===== config.mk =====
export PLATFORM = sky130hd
export DESIGN_NAME = psq_power_state_sequencer
export DESIGN_NICKNAME = d
export VERILOG_FILES = /design/src/hdl/psq_pkg.sv /design/src/hdl/psq_slot_timer.sv /design/src/hdl/psq_power_state_sequencer.sv
export SDC_FILE = /design/constraint.sdc
export NUM_CORES = 1
export LEC_CHECK = 0
export BUFFER_PORTS_ARGS = -buffer_cell sky130_fd_sc_hd__buf_2
export CAP_MARGIN = 40
export CORE_AREA = 2 2 315 192
export CTS_CLUSTER_SIZE = 25
export DETAILED_ROUTE_END_ITERATION = 12
export DIE_AREA = 0 0 317 194
export PLACE_DENSITY = 0.58
export REMOVE_ABC_BUFFERS = 1
export SETUP_SLACK_MARGIN = 0.4
export SLEW_MARGIN = 10
export SYNTH_ARGS = -nofsm -noshare
export SYNTH_HDL_FRONTEND = slang
export SYNTH_SLANG_ARGS = --single-unit
export TNS_END_PERCENT = 20

===== constraint.sdc =====
create_clock -name clk_i -period 13 [get_ports clk_i]
set_input_delay 2.6 -clock clk_i [delete_from_list [all_inputs] [get_ports clk_i]]
set_output_delay 2.6 -clock clk_i [all_outputs]
set_load 0.05 [all_outputs]

===== src/hdl/psq_pkg.sv =====
// constants, types and helpers shared by the power state sequencer
package psq_pkg;

    // ==========================================================
    // timing
    localparam int CLK_PERIOD_NS = 5;
    // slot spacing choices, selected by a two-bit timing field
    localparam int SLOT_T0_US = 1000;
    localparam int SLOT_T1_US = 2000;
    localparam int SLOT_T2_US = 4000;
    localparam int SLOT_T3_US = 8000;
    localparam int unsigned SLOT_CYC0 = (SLOT_T0_US * 1000 + CLK_PERIOD_NS - 1) / CLK_PERIOD_NS;
    localparam int unsigned SLOT_CYC1 = (SLOT_T1_US * 1000 + CLK_PERIOD_NS - 1) / CLK_PERIOD_NS;
    localparam int unsigned SLOT_CYC2 = (SLOT_T2_US * 1000 + CLK_PERIOD_NS - 1) / CLK_PERIOD_NS;
    localparam int unsigned SLOT_CYC3 = (SLOT_T3_US * 1000 + CLK_PERIOD_NS - 1) / CLK_PERIOD_NS;
    // nonvolatile write time
    localparam int BURN_TIME_MS = 100;
    localparam int unsigned BURN_CYC = BURN_TIME_MS * 1000000 / CLK_PERIOD_NS;

    // ==========================================================
    // sizes
    localparam int NRAIL = 8;
    localparam int NBUCK = 4;
    localparam int NCFG = 12;
    localparam int NSYNC = 4 + 2 * NBUCK;

    // ==========================================================
    // register offsets
    localparam logic [7:0] REG_RAIL_SLOT0 = 8'h00;
    localparam logic [7:0] REG_CTRL = 8'h08;
    localparam logic [7:0] REG_GRP_MASK = 8'h09;
    localparam logic [7:0] REG_DIS_MASK = 8'h0A;
    localparam logic [7:0] REG_RST_DLY = 8'h0B;
    localparam logic [7:0] REG_STATUS = 8'h0C;
    localparam logic [7:0] REG_MODE = 8'h0D;
    localparam logic [7:0] REG_PASSWORD = 8'h26;

    // ==========================================================
    // field positions
    localparam int CTRL_UP_SEL_LSB = 0;
    localparam int CTRL_DN_SEL_LSB = 2;
    localparam int CTRL_KEY_EDGE_BIT = 4;
    localparam int CTRL_GRP_FUNC_BIT = 5;
    localparam int CTRL_GRP_POL_BIT = 6;
    localparam int MODE_CFG_BIT = 0;
    localparam int MODE_BURN_BIT = 1;
    localparam int STAT_CSUM_BIT = 4;
    localparam int STAT_THERM_BIT = 5;

    // ==========================================================
    // types and reset values
    typedef logic [NCFG-1:0][7:0] psq_cfg_t;

    // rail n: up slot n in low nibble, down slot 7-n in high nibble; discharge on
    localparam psq_cfg_t CFG_DEFAULT = {8'h00, 8'hFF, 8'h00, 8'h00,
                                        8'h07, 8'h16, 8'h25, 8'h34,
                                        8'h43, 8'h52, 8'h61, 8'h70};

    typedef enum logic [3:0] {
        ST_NO_SUPPLY,
        ST_LOAD,
        ST_SHUTDOWN,
        ST_UP_SEQ,
        ST_RST_WAIT,
        ST_ON,
        ST_DN_SEQ,
        ST_NVM_CFG,
        ST_NVM_BURN
    } psq_state_t;

    // ==========================================================
    // checksum: inverted byte sum, so an erased all-zero store never matches
    function automatic logic [7:0] psq_csum(input psq_cfg_t c);
        logic [7:0] s;
        s = 8'h00;
        for (int i = 0; i < NCFG; i++) begin
            s = s + c[i];
        end
        return ~s;
    endfunction

endpackage


===== src/hdl/psq_slot_timer.sv =====
// slot timer: counts slot periods and reports the running slot index
`timescale 1ns/10ps
`default_nettype none
module psq_slot_timer #(
    parameter int unsigned CYC0 = psq_pkg::SLOT_CYC0,
    parameter int unsigned CYC1 = psq_pkg::SLOT_CYC1,
    parameter int unsigned CYC2 = psq_pkg::SLOT_CYC2,
    parameter int unsigned CYC3 = psq_pkg::SLOT_CYC3
) (
    input wire logic clk_i,
    input wire logic srst_i,
    input wire logic ce_i,
    input wire logic clr_i,
    input wire logic run_i,
    input wire logic [1:0] sel_i,
    output logic [3:0] slot_o,
    output logic tick_o
);
    import psq_pkg::*;

    typedef struct packed {
        logic [31:0] cnt;
        logic [3:0] slot;
    } psq_tmr_t;

    psq_tmr_t r_ff;
    psq_tmr_t nxt_r;
    logic [31:0] lim;

    // ==========================================================
    // slot length select and count
    always_comb begin
        case (sel_i)
            2'h0: lim = CYC0;
            2'h1: lim = CYC1;
            2'h2: lim = CYC2;
            default: lim = CYC3;
        endcase
        // tick ignores clr so that the caller may derive clr from it
        tick_o = run_i && (r_ff.cnt == lim - 32'h1);
        nxt_r = r_ff;
        if (clr_i) begin
            nxt_r = '0;
        end else if (run_i) begin
            if (tick_o) begin
                nxt_r.cnt = 32'h0;
                // saturate at the last slot; callers stop before wrapping matters
                if (r_ff.slot != 4'hF) begin
                    nxt_r.slot = r_ff.slot + 4'h1;
                end
            end else begin
                nxt_r.cnt = r_ff.cnt + 32'h1;
            end
        end
    end

    // state register
    always_ff @(posedge clk_i) begin
        if (srst_i) begin
            r_ff <= '0;
        end else if (ce_i) begin
            r_ff <= nxt_r;
        end
    end

    assign slot_o = r_ff.slot;

endmodule
`default_nettype wire


===== src/hdl/psq_power_state_sequencer.sv =====
// power state machine with slot sequencing, reset output and nonvolatile config
`timescale 1ns/10ps
`default_nettype none
module psq_power_state_sequencer #(
    parameter int unsigned SLOT_CYC0 = psq_pkg::SLOT_CYC0,
    parameter int unsigned SLOT_CYC1 = psq_pkg::SLOT_CYC1,
    parameter int unsigned SLOT_CYC2 = psq_pkg::SLOT_CYC2,
    parameter int unsigned SLOT_CYC3 = psq_pkg::SLOT_CYC3,
    parameter int unsigned BURN_CYC = psq_pkg::BURN_CYC,
    parameter logic [7:0] PROG_PASSWORD = 8'h5A // arbitrary value
) (
    input wire logic clk_i,
    input wire logic srst_i,
    input wire logic ce_i,
    input wire logic bias_supply_ok_i,
    input wire logic thermal_sd_i,
    input wire logic power_key_pin_i,
    input wire logic rail_group_enable_pin_i,
    input wire logic [psq_pkg::NBUCK-1:0] fb_over_hi_i,
    input wire logic [psq_pkg::NBUCK-1:0] fb_below_lo_i,
    input wire logic wr_en_i,
    input wire logic [7:0] wr_addr_i,
    input wire logic [7:0] wr_data_i,
    input wire logic [7:0] rd_addr_i,
    output logic [7:0] rd_data_o,
    output logic [psq_pkg::NRAIL-1:0] rail_en_o,
    output logic [psq_pkg::NRAIL-1:0] discharge_o,
    output logic [psq_pkg::NBUCK-1:0] switch_off_o,
    output logic reset_out_o,
    output logic host_access_o
);
    import psq_pkg::*;

    typedef struct packed {
        psq_state_t state;
        logic [NSYNC-1:0] s1;
        logic [NSYNC-1:0] s2;
        logic key_prev;
        logic grp_prev;
        psq_cfg_t cfg;
        logic [NRAIL-1:0] rail_en;
        logic [NRAIL-1:0] dis_out;
        logic [NBUCK-1:0] ov;
        logic [NRAIL-1:0] seq_mask;
        logic reset_out;
        logic therm_latch;
        logic csum_err;
        logic cfg_mode;
        logic burn_go;
        logic unlocked;
        logic [31:0] burn_cnt;
        logic [7:0] rdata;
    } psq_regs_t;

    psq_regs_t r_ff;
    psq_regs_t nxt_r;

    // nonvolatile store: kept out of reset, survives srst like real fuses
    logic [7:0] nvm_store [NCFG+1];
    psq_cfg_t store_cfg;

    logic key, grp, bias, therm, grp_act, grp_rise, grp_fall;
    logic key_on, key_off, key_fall, grp_func, tick, state_chg, tmr_run;
    logic [NBUCK-1:0] fbh, fbl;
    logic [3:0] slot;
    logic [1:0] tmr_sel;
    logic [NRAIL-1:0] gmask;

    // highest slot used by the rails in a mask; high nibble when dn is set
    function automatic logic [3:0] max_slot(input psq_cfg_t c, input logic [NRAIL-1:0] m,
                                            input logic dn);
        logic [3:0] mx;
        logic [3:0] s;
        mx = 4'h0;
        for (int i = 0; i < NRAIL; i++) begin
            s = dn ? c[i][7:4] : c[i][3:0];
            if (m[i] && s > mx) begin
                mx = s;
            end
        end
        return mx;
    endfunction

    // register read mux; password is write only
    function automatic logic [7:0] rd_mux(input psq_regs_t r, input logic [7:0] a);
        logic [7:0] d;
        d = 8'h00;
        if (a < NCFG[7:0]) begin
            d = r.cfg[a[3:0]];
        end else if (a == REG_STATUS) begin
            d[3:0] = r.state;
            d[STAT_CSUM_BIT] = r.csum_err;
            d[STAT_THERM_BIT] = r.therm_latch;
        end else if (a == REG_MODE) begin
            d[MODE_CFG_BIT] = r.cfg_mode;
            d[MODE_BURN_BIT] = r.burn_go;
        end
        return d;
    endfunction

    // ==========================================================
    // synchronised pins and derived factors
    assign key = r_ff.s2[0];
    assign grp = r_ff.s2[1];
    assign bias = r_ff.s2[2];
    assign therm = r_ff.s2[3];
    assign fbh = r_ff.s2[4 +: NBUCK];
    assign fbl = r_ff.s2[4+NBUCK +: NBUCK];
    assign grp_func = r_ff.cfg[REG_CTRL[3:0]][CTRL_GRP_FUNC_BIT];
    assign gmask = r_ff.cfg[REG_GRP_MASK[3:0]];
    assign grp_act = r_ff.cfg[REG_CTRL[3:0]][CTRL_GRP_POL_BIT] ? grp : ~grp;
    assign grp_rise = grp_func && grp_act && !r_ff.grp_prev;
    assign grp_fall = grp_func && !grp_act && r_ff.grp_prev;
    assign key_fall = r_ff.key_prev && !key;
    assign key_on = r_ff.cfg[REG_CTRL[3:0]][CTRL_KEY_EDGE_BIT] ? key_fall : key;
    assign key_off = r_ff.cfg[REG_CTRL[3:0]][CTRL_KEY_EDGE_BIT] ? key_fall : ~key;

    // timer runs in the timed states and restarts at every state change
    assign tmr_run = (r_ff.state == ST_UP_SEQ) || (r_ff.state == ST_DN_SEQ) ||
                     (r_ff.state == ST_RST_WAIT);
    assign tmr_sel = (r_ff.state == ST_DN_SEQ) ?
                     r_ff.cfg[REG_CTRL[3:0]][CTRL_DN_SEL_LSB +: 2] :
                     r_ff.cfg[REG_CTRL[3:0]][CTRL_UP_SEL_LSB +: 2];
    assign state_chg = (nxt_r.state != r_ff.state);

    psq_slot_timer #(
        .CYC0(SLOT_CYC0),
        .CYC1(SLOT_CYC1),
        .CYC2(SLOT_CYC2),
        .CYC3(SLOT_CYC3)
    ) u_timer (
        .clk_i(clk_i),
        .srst_i(srst_i),
        .ce_i(ce_i),
        .clr_i(state_chg),
        .run_i(tmr_run),
        .sel_i(tmr_sel),
        .slot_o(slot),
        .tick_o(tick)
    );

    // store image as a config word
    always_comb begin
        for (int i = 0; i < NCFG; i++) begin
            store_cfg[i] = nvm_store[i];
        end
    end

    // ==========================================================
    // next state
    always_comb begin
        nxt_r = r_ff;
        nxt_r.s1 = {fb_below_lo_i, fb_over_hi_i, thermal_sd_i, bias_supply_ok_i,
                    rail_group_enable_pin_i, power_key_pin_i};
        nxt_r.s2 = r_ff.s1;
        nxt_r.key_prev = key;
        nxt_r.grp_prev = grp_act;

        // host writes; refused before start-up completes and while burning
        if (wr_en_i && host_access_o) begin
            if (wr_addr_i < NCFG[7:0]) begin
                nxt_r.cfg[wr_addr_i[3:0]] = wr_data_i;
            end else if (wr_addr_i == REG_PASSWORD) begin
                nxt_r.unlocked = (wr_data_i == PROG_PASSWORD);
            end else if (wr_addr_i == REG_MODE) begin
                nxt_r.cfg_mode = wr_data_i[MODE_CFG_BIT] && r_ff.unlocked;
                if (r_ff.state == ST_NVM_CFG) begin
                    nxt_r.burn_go = wr_data_i[MODE_BURN_BIT] && wr_data_i[MODE_CFG_BIT];
                end
            end
        end

        case (r_ff.state)
            ST_NO_SUPPLY: begin
                if (bias) begin
                    nxt_r.state = ST_LOAD;
                end
            end
            ST_LOAD: begin
                if (psq_csum(store_cfg) == nvm_store[NCFG]) begin
                    nxt_r.cfg = store_cfg;
                    nxt_r.csum_err = 1'b0;
                end else begin
                    nxt_r.cfg = CFG_DEFAULT;
                    nxt_r.csum_err = 1'b1;
                end
                nxt_r.state = ST_SHUTDOWN;
            end
            ST_SHUTDOWN: begin
                // key looked at only here and in the on state
                if (r_ff.cfg_mode) begin
                    nxt_r.state = ST_NVM_CFG;
                end else if (r_ff.therm_latch) begin
                    if (!therm) begin
                        nxt_r.therm_latch = 1'b0;
                        nxt_r.seq_mask = '1;
                        nxt_r.state = ST_UP_SEQ;
                    end
                end else if (key_on) begin
                    nxt_r.seq_mask = '1;
                    nxt_r.state = ST_UP_SEQ;
                end else if (grp_rise) begin
                    nxt_r.seq_mask = gmask;
                    nxt_r.state = ST_UP_SEQ;
                end
            end
            ST_UP_SEQ: begin
                for (int i = 0; i < NRAIL; i++) begin
                    if (r_ff.seq_mask[i] && r_ff.cfg[i][3:0] == slot) begin
                        nxt_r.rail_en[i] = 1'b1;
                    end
                end
                if (tick && slot == max_slot(r_ff.cfg, r_ff.seq_mask, 1'b0)) begin
                    nxt_r.state = ST_RST_WAIT;
                end
            end
            ST_RST_WAIT: begin
                // delay is counted in up-timing slot periods, field+1 of them
                if (tick && slot == {2'b00, r_ff.cfg[REG_RST_DLY[3:0]][1:0]}) begin
                    nxt_r.reset_out = 1'b1;
                    nxt_r.state = ST_ON;
                end
            end
            ST_ON: begin
                if (r_ff.cfg_mode || key_off) begin
                    nxt_r.seq_mask = '1;
                    nxt_r.reset_out = 1'b0;
                    nxt_r.state = ST_DN_SEQ;
                end else if (grp_fall) begin
                    nxt_r.seq_mask = gmask;
                    nxt_r.reset_out = 1'b0;
                    nxt_r.state = ST_DN_SEQ;
                end else if (grp_rise && (gmask & ~r_ff.rail_en) != '0) begin
                    nxt_r.seq_mask = gmask;
                    nxt_r.state = ST_UP_SEQ;
                end
            end
            ST_DN_SEQ: begin
                for (int i = 0; i < NRAIL; i++) begin
                    if (r_ff.seq_mask[i] && r_ff.cfg[i][7:4] == slot) begin
                        nxt_r.rail_en[i] = 1'b0;
                    end
                end
                if (tick && slot == max_slot(r_ff.cfg, r_ff.seq_mask, 1'b1)) begin
                    if (r_ff.seq_mask != '1) begin
                        nxt_r.state = ST_RST_WAIT;
                    end else if (r_ff.cfg_mode) begin
                        nxt_r.state = ST_NVM_CFG;
                    end else begin
                        nxt_r.state = ST_SHUTDOWN;
                    end
                end
            end
            ST_NVM_CFG: begin
                nxt_r.rail_en = '0;
                nxt_r.burn_cnt = 32'h0;
                if (r_ff.burn_go) begin
                    nxt_r.state = ST_NVM_BURN;
                end else if (!r_ff.cfg_mode) begin
                    nxt_r.state = ST_SHUTDOWN;
                end
            end
            ST_NVM_BURN: begin
                nxt_r.burn_cnt = r_ff.burn_cnt + 32'h1;
                if (r_ff.burn_cnt == BURN_CYC - 32'h1) begin
                    nxt_r.burn_go = 1'b0;
                    nxt_r.cfg_mode = 1'b0;
                    nxt_r.unlocked = 1'b0;
                    nxt_r.state = ST_LOAD;
                end
            end
            default: begin
                nxt_r.state = ST_NO_SUPPLY;
            end
        endcase

        // shutdown events beat everything and drop all rails together
        if (!bias) begin
            nxt_r.state = ST_NO_SUPPLY;
            nxt_r.rail_en = '0;
            nxt_r.reset_out = 1'b0;
            nxt_r.therm_latch = 1'b0;
            nxt_r.cfg_mode = 1'b0;
            nxt_r.burn_go = 1'b0;
            nxt_r.unlocked = 1'b0;
        end else if (therm && r_ff.state != ST_NO_SUPPLY && r_ff.state != ST_LOAD) begin
            nxt_r.state = ST_SHUTDOWN;
            nxt_r.rail_en = '0;
            nxt_r.reset_out = 1'b0;
            nxt_r.therm_latch = 1'b1;
            nxt_r.cfg_mode = 1'b0;
            nxt_r.burn_go = 1'b0;
        end

        // over-voltage latch: set wins over release
        nxt_r.ov = (r_ff.ov | fbh) & ~(fbl & ~fbh);
        // discharge follows the next rail state so it is registered with it
        nxt_r.dis_out = ~nxt_r.rail_en & nxt_r.cfg[REG_DIS_MASK[3:0]];
        nxt_r.dis_out[NBUCK-1:0] = nxt_r.dis_out[NBUCK-1:0] | nxt_r.ov;
        nxt_r.rdata = rd_mux(r_ff, rd_addr_i);
    end

    // state register
    always_ff @(posedge clk_i) begin
        if (srst_i) begin
            r_ff <= '0;
        end else if (ce_i) begin
            r_ff <= nxt_r;
        end
    end

    // ==========================================================
    // store: erased at power-up so the first load falls back to defaults
    initial begin
        for (int i = 0; i <= NCFG; i++) begin
            nvm_store[i] = 8'h00;
        end
    end

    // burn writes settings and checksum in the cycle the burn starts
    always_ff @(posedge clk_i) begin
        if (ce_i && r_ff.state == ST_NVM_CFG && r_ff.burn_go && !srst_i) begin
            for (int i = 0; i < NCFG; i++) begin
                nvm_store[i] <= r_ff.cfg[i];
            end
            nvm_store[NCFG] <= psq_csum(r_ff.cfg);
        end
    end

    // ==========================================================
    // outputs
    assign host_access_o = (r_ff.state == ST_ON) || (r_ff.state == ST_NVM_CFG);
    assign rd_data_o = r_ff.rdata;
    assign rail_en_o = r_ff.rail_en;
    assign discharge_o = r_ff.dis_out;
    assign switch_off_o = r_ff.ov;
    assign reset_out_o = r_ff.reset_out;

endmodule
`default_nettype wire


==> flow_summary.toml <==
[logic_synthesis]
synth_area_per_cell_um2 = 9.31
syn_area_um2 = 23300
yosysUniqueCellTypes = 91
async_reset_ff_share_pct = 0
yosys.area.top_type = "dfxtp_1"
synthDominantCellAreaShare_pct = 20.3
synth_top_flop_cell = "dfxtp_1"
synth_edf_count = 104
netlist_top_cells_area = "dfxtp_1 20%, edfxtp_1 13%, fa_1 11%"
synth-seq-cells = 340
synth.most_common_cell = "nor2_1"
ys_seq_area_share_pct = 33.7
synthCells = 2504
yosys-top-cells-count = "258 x nor2_1, 236 x dfxtp_1, 177 x inv_1"
ys.warnings.count = 0

[sta]
max_slew_margin_pct = 35.1
slew_viol_final = 0
hold_violations = 0
finalCritPeriodShare_pct = 98.5
setup_viol = 0
layout_min_cycle_time_ns = 12.81
worstMarginPinSlew_ns = 0.972
finalSetupTns_ns = 0
rsz0062_at_grt = "true"
fmax_ghz = 0.0781
clock_skew_ns = 0.0327

[layout]
fillers = 5453
nNetsFinal = 2830
multiInputGateArea_um2 = 14800
regArea_um2 = 7850
final_layout_size_suffix_gt1_share_pct = 18.5
antennaDiodeCount = 0
syn2layout_area_growth_pct = 16.9

[floorplanning]
die_w_um = 317
rows = 69
core_area_um2 = 58600
die_area_um2 = 61500
initial_core_util_pct = 39.8
pin_count = 70
die_h_um = 194

[clock_tree]
cts_tree = "done"
clkSinkCount = 340
cts.htree.levels = 2
cts-buffers-inserted = 35
root_buffer = "clkbuf_16"
clkTransAtPathRegs_ns = 0.07
ctsHoldBuffers = 0
clkLatencyLatePin_ns = 0.57
clockBufferDepth = 3

[setup_path]
worstPathMaxFanout = 13
max_stage_delay_ns = 0.54
cp.arrival_ns = 13.29
cp-end-kind = "flop"
cpLargestDelayFamily = "simple AND/OR/NAND/NOR gates"
critPathKind = "flop to flop"
r2r_end = "u_timer.r_ff[30]"
crit_path_start_kind = "flop"
rr_startpoint = "r_ff[46]"
critPathSlowestCell = "or4_4"
crit_buf_inv = 3
r2r_cells = 62
cp.required_ns = 13.48
reg2reg_slack_ns = 0.19
crit_cells = 62
timing.critical_path.mode_cell = "ha_4"

[detailed_routing]
viasPerCell = 6.12
drt-total-wl_mm = 86.5
top_layer = "met5"
wl_met1_mm = 38.8
wl_met3_mm = 11.8
drc = 0
vias = 20849
drt_iter0_markers = 2930
ant_nets = 0
met2_length_mm = 34.0
post_drt_wl_per_cell_um = 25.4
first_pass_iters = 8

[place]
dp_hpwl_mm = 63.2
gp_congestion = 0.956
io_buffers = 69

[run]
maxCapViolations = 0

[hold_path]
worstHoldPathCells = 2
worstHoldStart = "discharge_o[6]"
worstHoldEndpoint = "discharge_o[6]"
hp-class = "flop to flop"

[global_routing]
grt_pass1_vias = 19550
grt_pass1_wl_mm = 126
antenna_found_initial = 3
grtUsageTotal_pct = 27.2
grt_start_max_net_pins = 72
grt-ovfl-total = 0

[status]
status = "complete, no violations"

[pwr]
power.density_nw_per_um2 = 86.2
power_w = 0.00235
peakVddDrop_mv = 0.0650
leakage_nw = 10.5
layout make-up:
cell class	count	area share, %
timing repair buffer	232	6.57
clock inverter	13	0.537
multi-input combinational	1809	54.2
sequential	340	28.8
clock buffer	51	3.84
tap	781	3.59
inverter	178	2.45
kinds of logic after synthesis:
family	count (synthesis)	share of synthesized area, %
simple gates	720	15.1
compound gates	606	17.5
buf+inv	355	6.33
flops	340	33.7
fa+ha+maj	197	14.6
xor+xnor	173	6.50
mux	113	6.26
how the worst max path moves through the flow:
stage,start,endpoint,slack [ns]
after floorplan,r_ff[46],u_timer.r_ff[11],0.05
after global placement,r_ff[46],u_timer.r_ff[13],-0.17
after detailed placement,r_ff[46],u_timer.r_ff[28],-0.58
after CTS,r_ff[46],u_timer.r_ff[28],0.41
after global routing,r_ff[46],u_timer.r_ff[29],-0.27
final,r_ff[46],u_timer.r_ff[30],0.19
through the flow:
stage	setup slack, ns	instance area [um^2]	utilization (%)	hold slack [ns]	std cells
global route	-0.268	27300	46.5	0.488	3404
finish	0.191	27300	46.5	0.472	3404
CTS	0.408	26200	44.7	0.471	3353
detailed placement	-0.582	24700	42.1	0.462	3273
global placement	-0.169	24500	41.8	0.455	3261
floorplan	0.0520	22500	-	0.446	2327
layout by cell type (no fill, tap or decap), drive strengths merged, types with 43 or more instances in the layout:
master,instances
clkbuf,56
nand3,50
o21ai,82
ha,68
edfxtp,104
a22oi,74
a21oi,148
fa,126
a211oi,69
inv,180
dfxtp,236
xnor2,93
mux2i,79
nand2,131
nor3,43
xor2,80
nor2,258
buf,226
metal layers:
layer  global-route usage, %  up-vias
met5                       0        -
met4                    5.82        2
met3                    8.87      142
met2                    36.1     1222
met1                    42.0    10322
li1                        -     9161
sequential cells by signal (all words and copies together) (netlist names):
register        count
u_timer.r_ff       32
switch_off_o        4
key                 1
rd_data_o           8
nvm_store         104
fbl                 4
u_timer.slot_o      4
discharge_o         8
r_ff              139
bias                1
rail_en_o           8
nxt_r              12
gmask               8
grp_func            1
grp                 1
fbh                 4
reset_out_o         1
power breakdown:
group          total (W)  internal [W]  switching (W)
Combinational   0.000158     0.0000567       0.000101
Clock            0.00108      0.000606       0.000474
Sequential       0.00111       0.00110      0.0000153
Total            0.00235       0.00176       0.000590
timing repair:
| action | 4_1_cts | 5_1_grt |
|---|---|---|
| pin swaps | 13 | 66 |
| setup buffers | 16 | 45 |
| cloned | 0 | 5 |
| gates resized for setup | 52 | 126 |
| endpoints found under the setup margin | 39 | 39 |
worst min-delay path: cells and delay by family, from the launching register on:
kind            cells  cell delay, ns
flops               1            0.31
compound gates      1            0.06
simple gates        1            0.06
No activity file was read; power rests on OpenSTA's default activity.
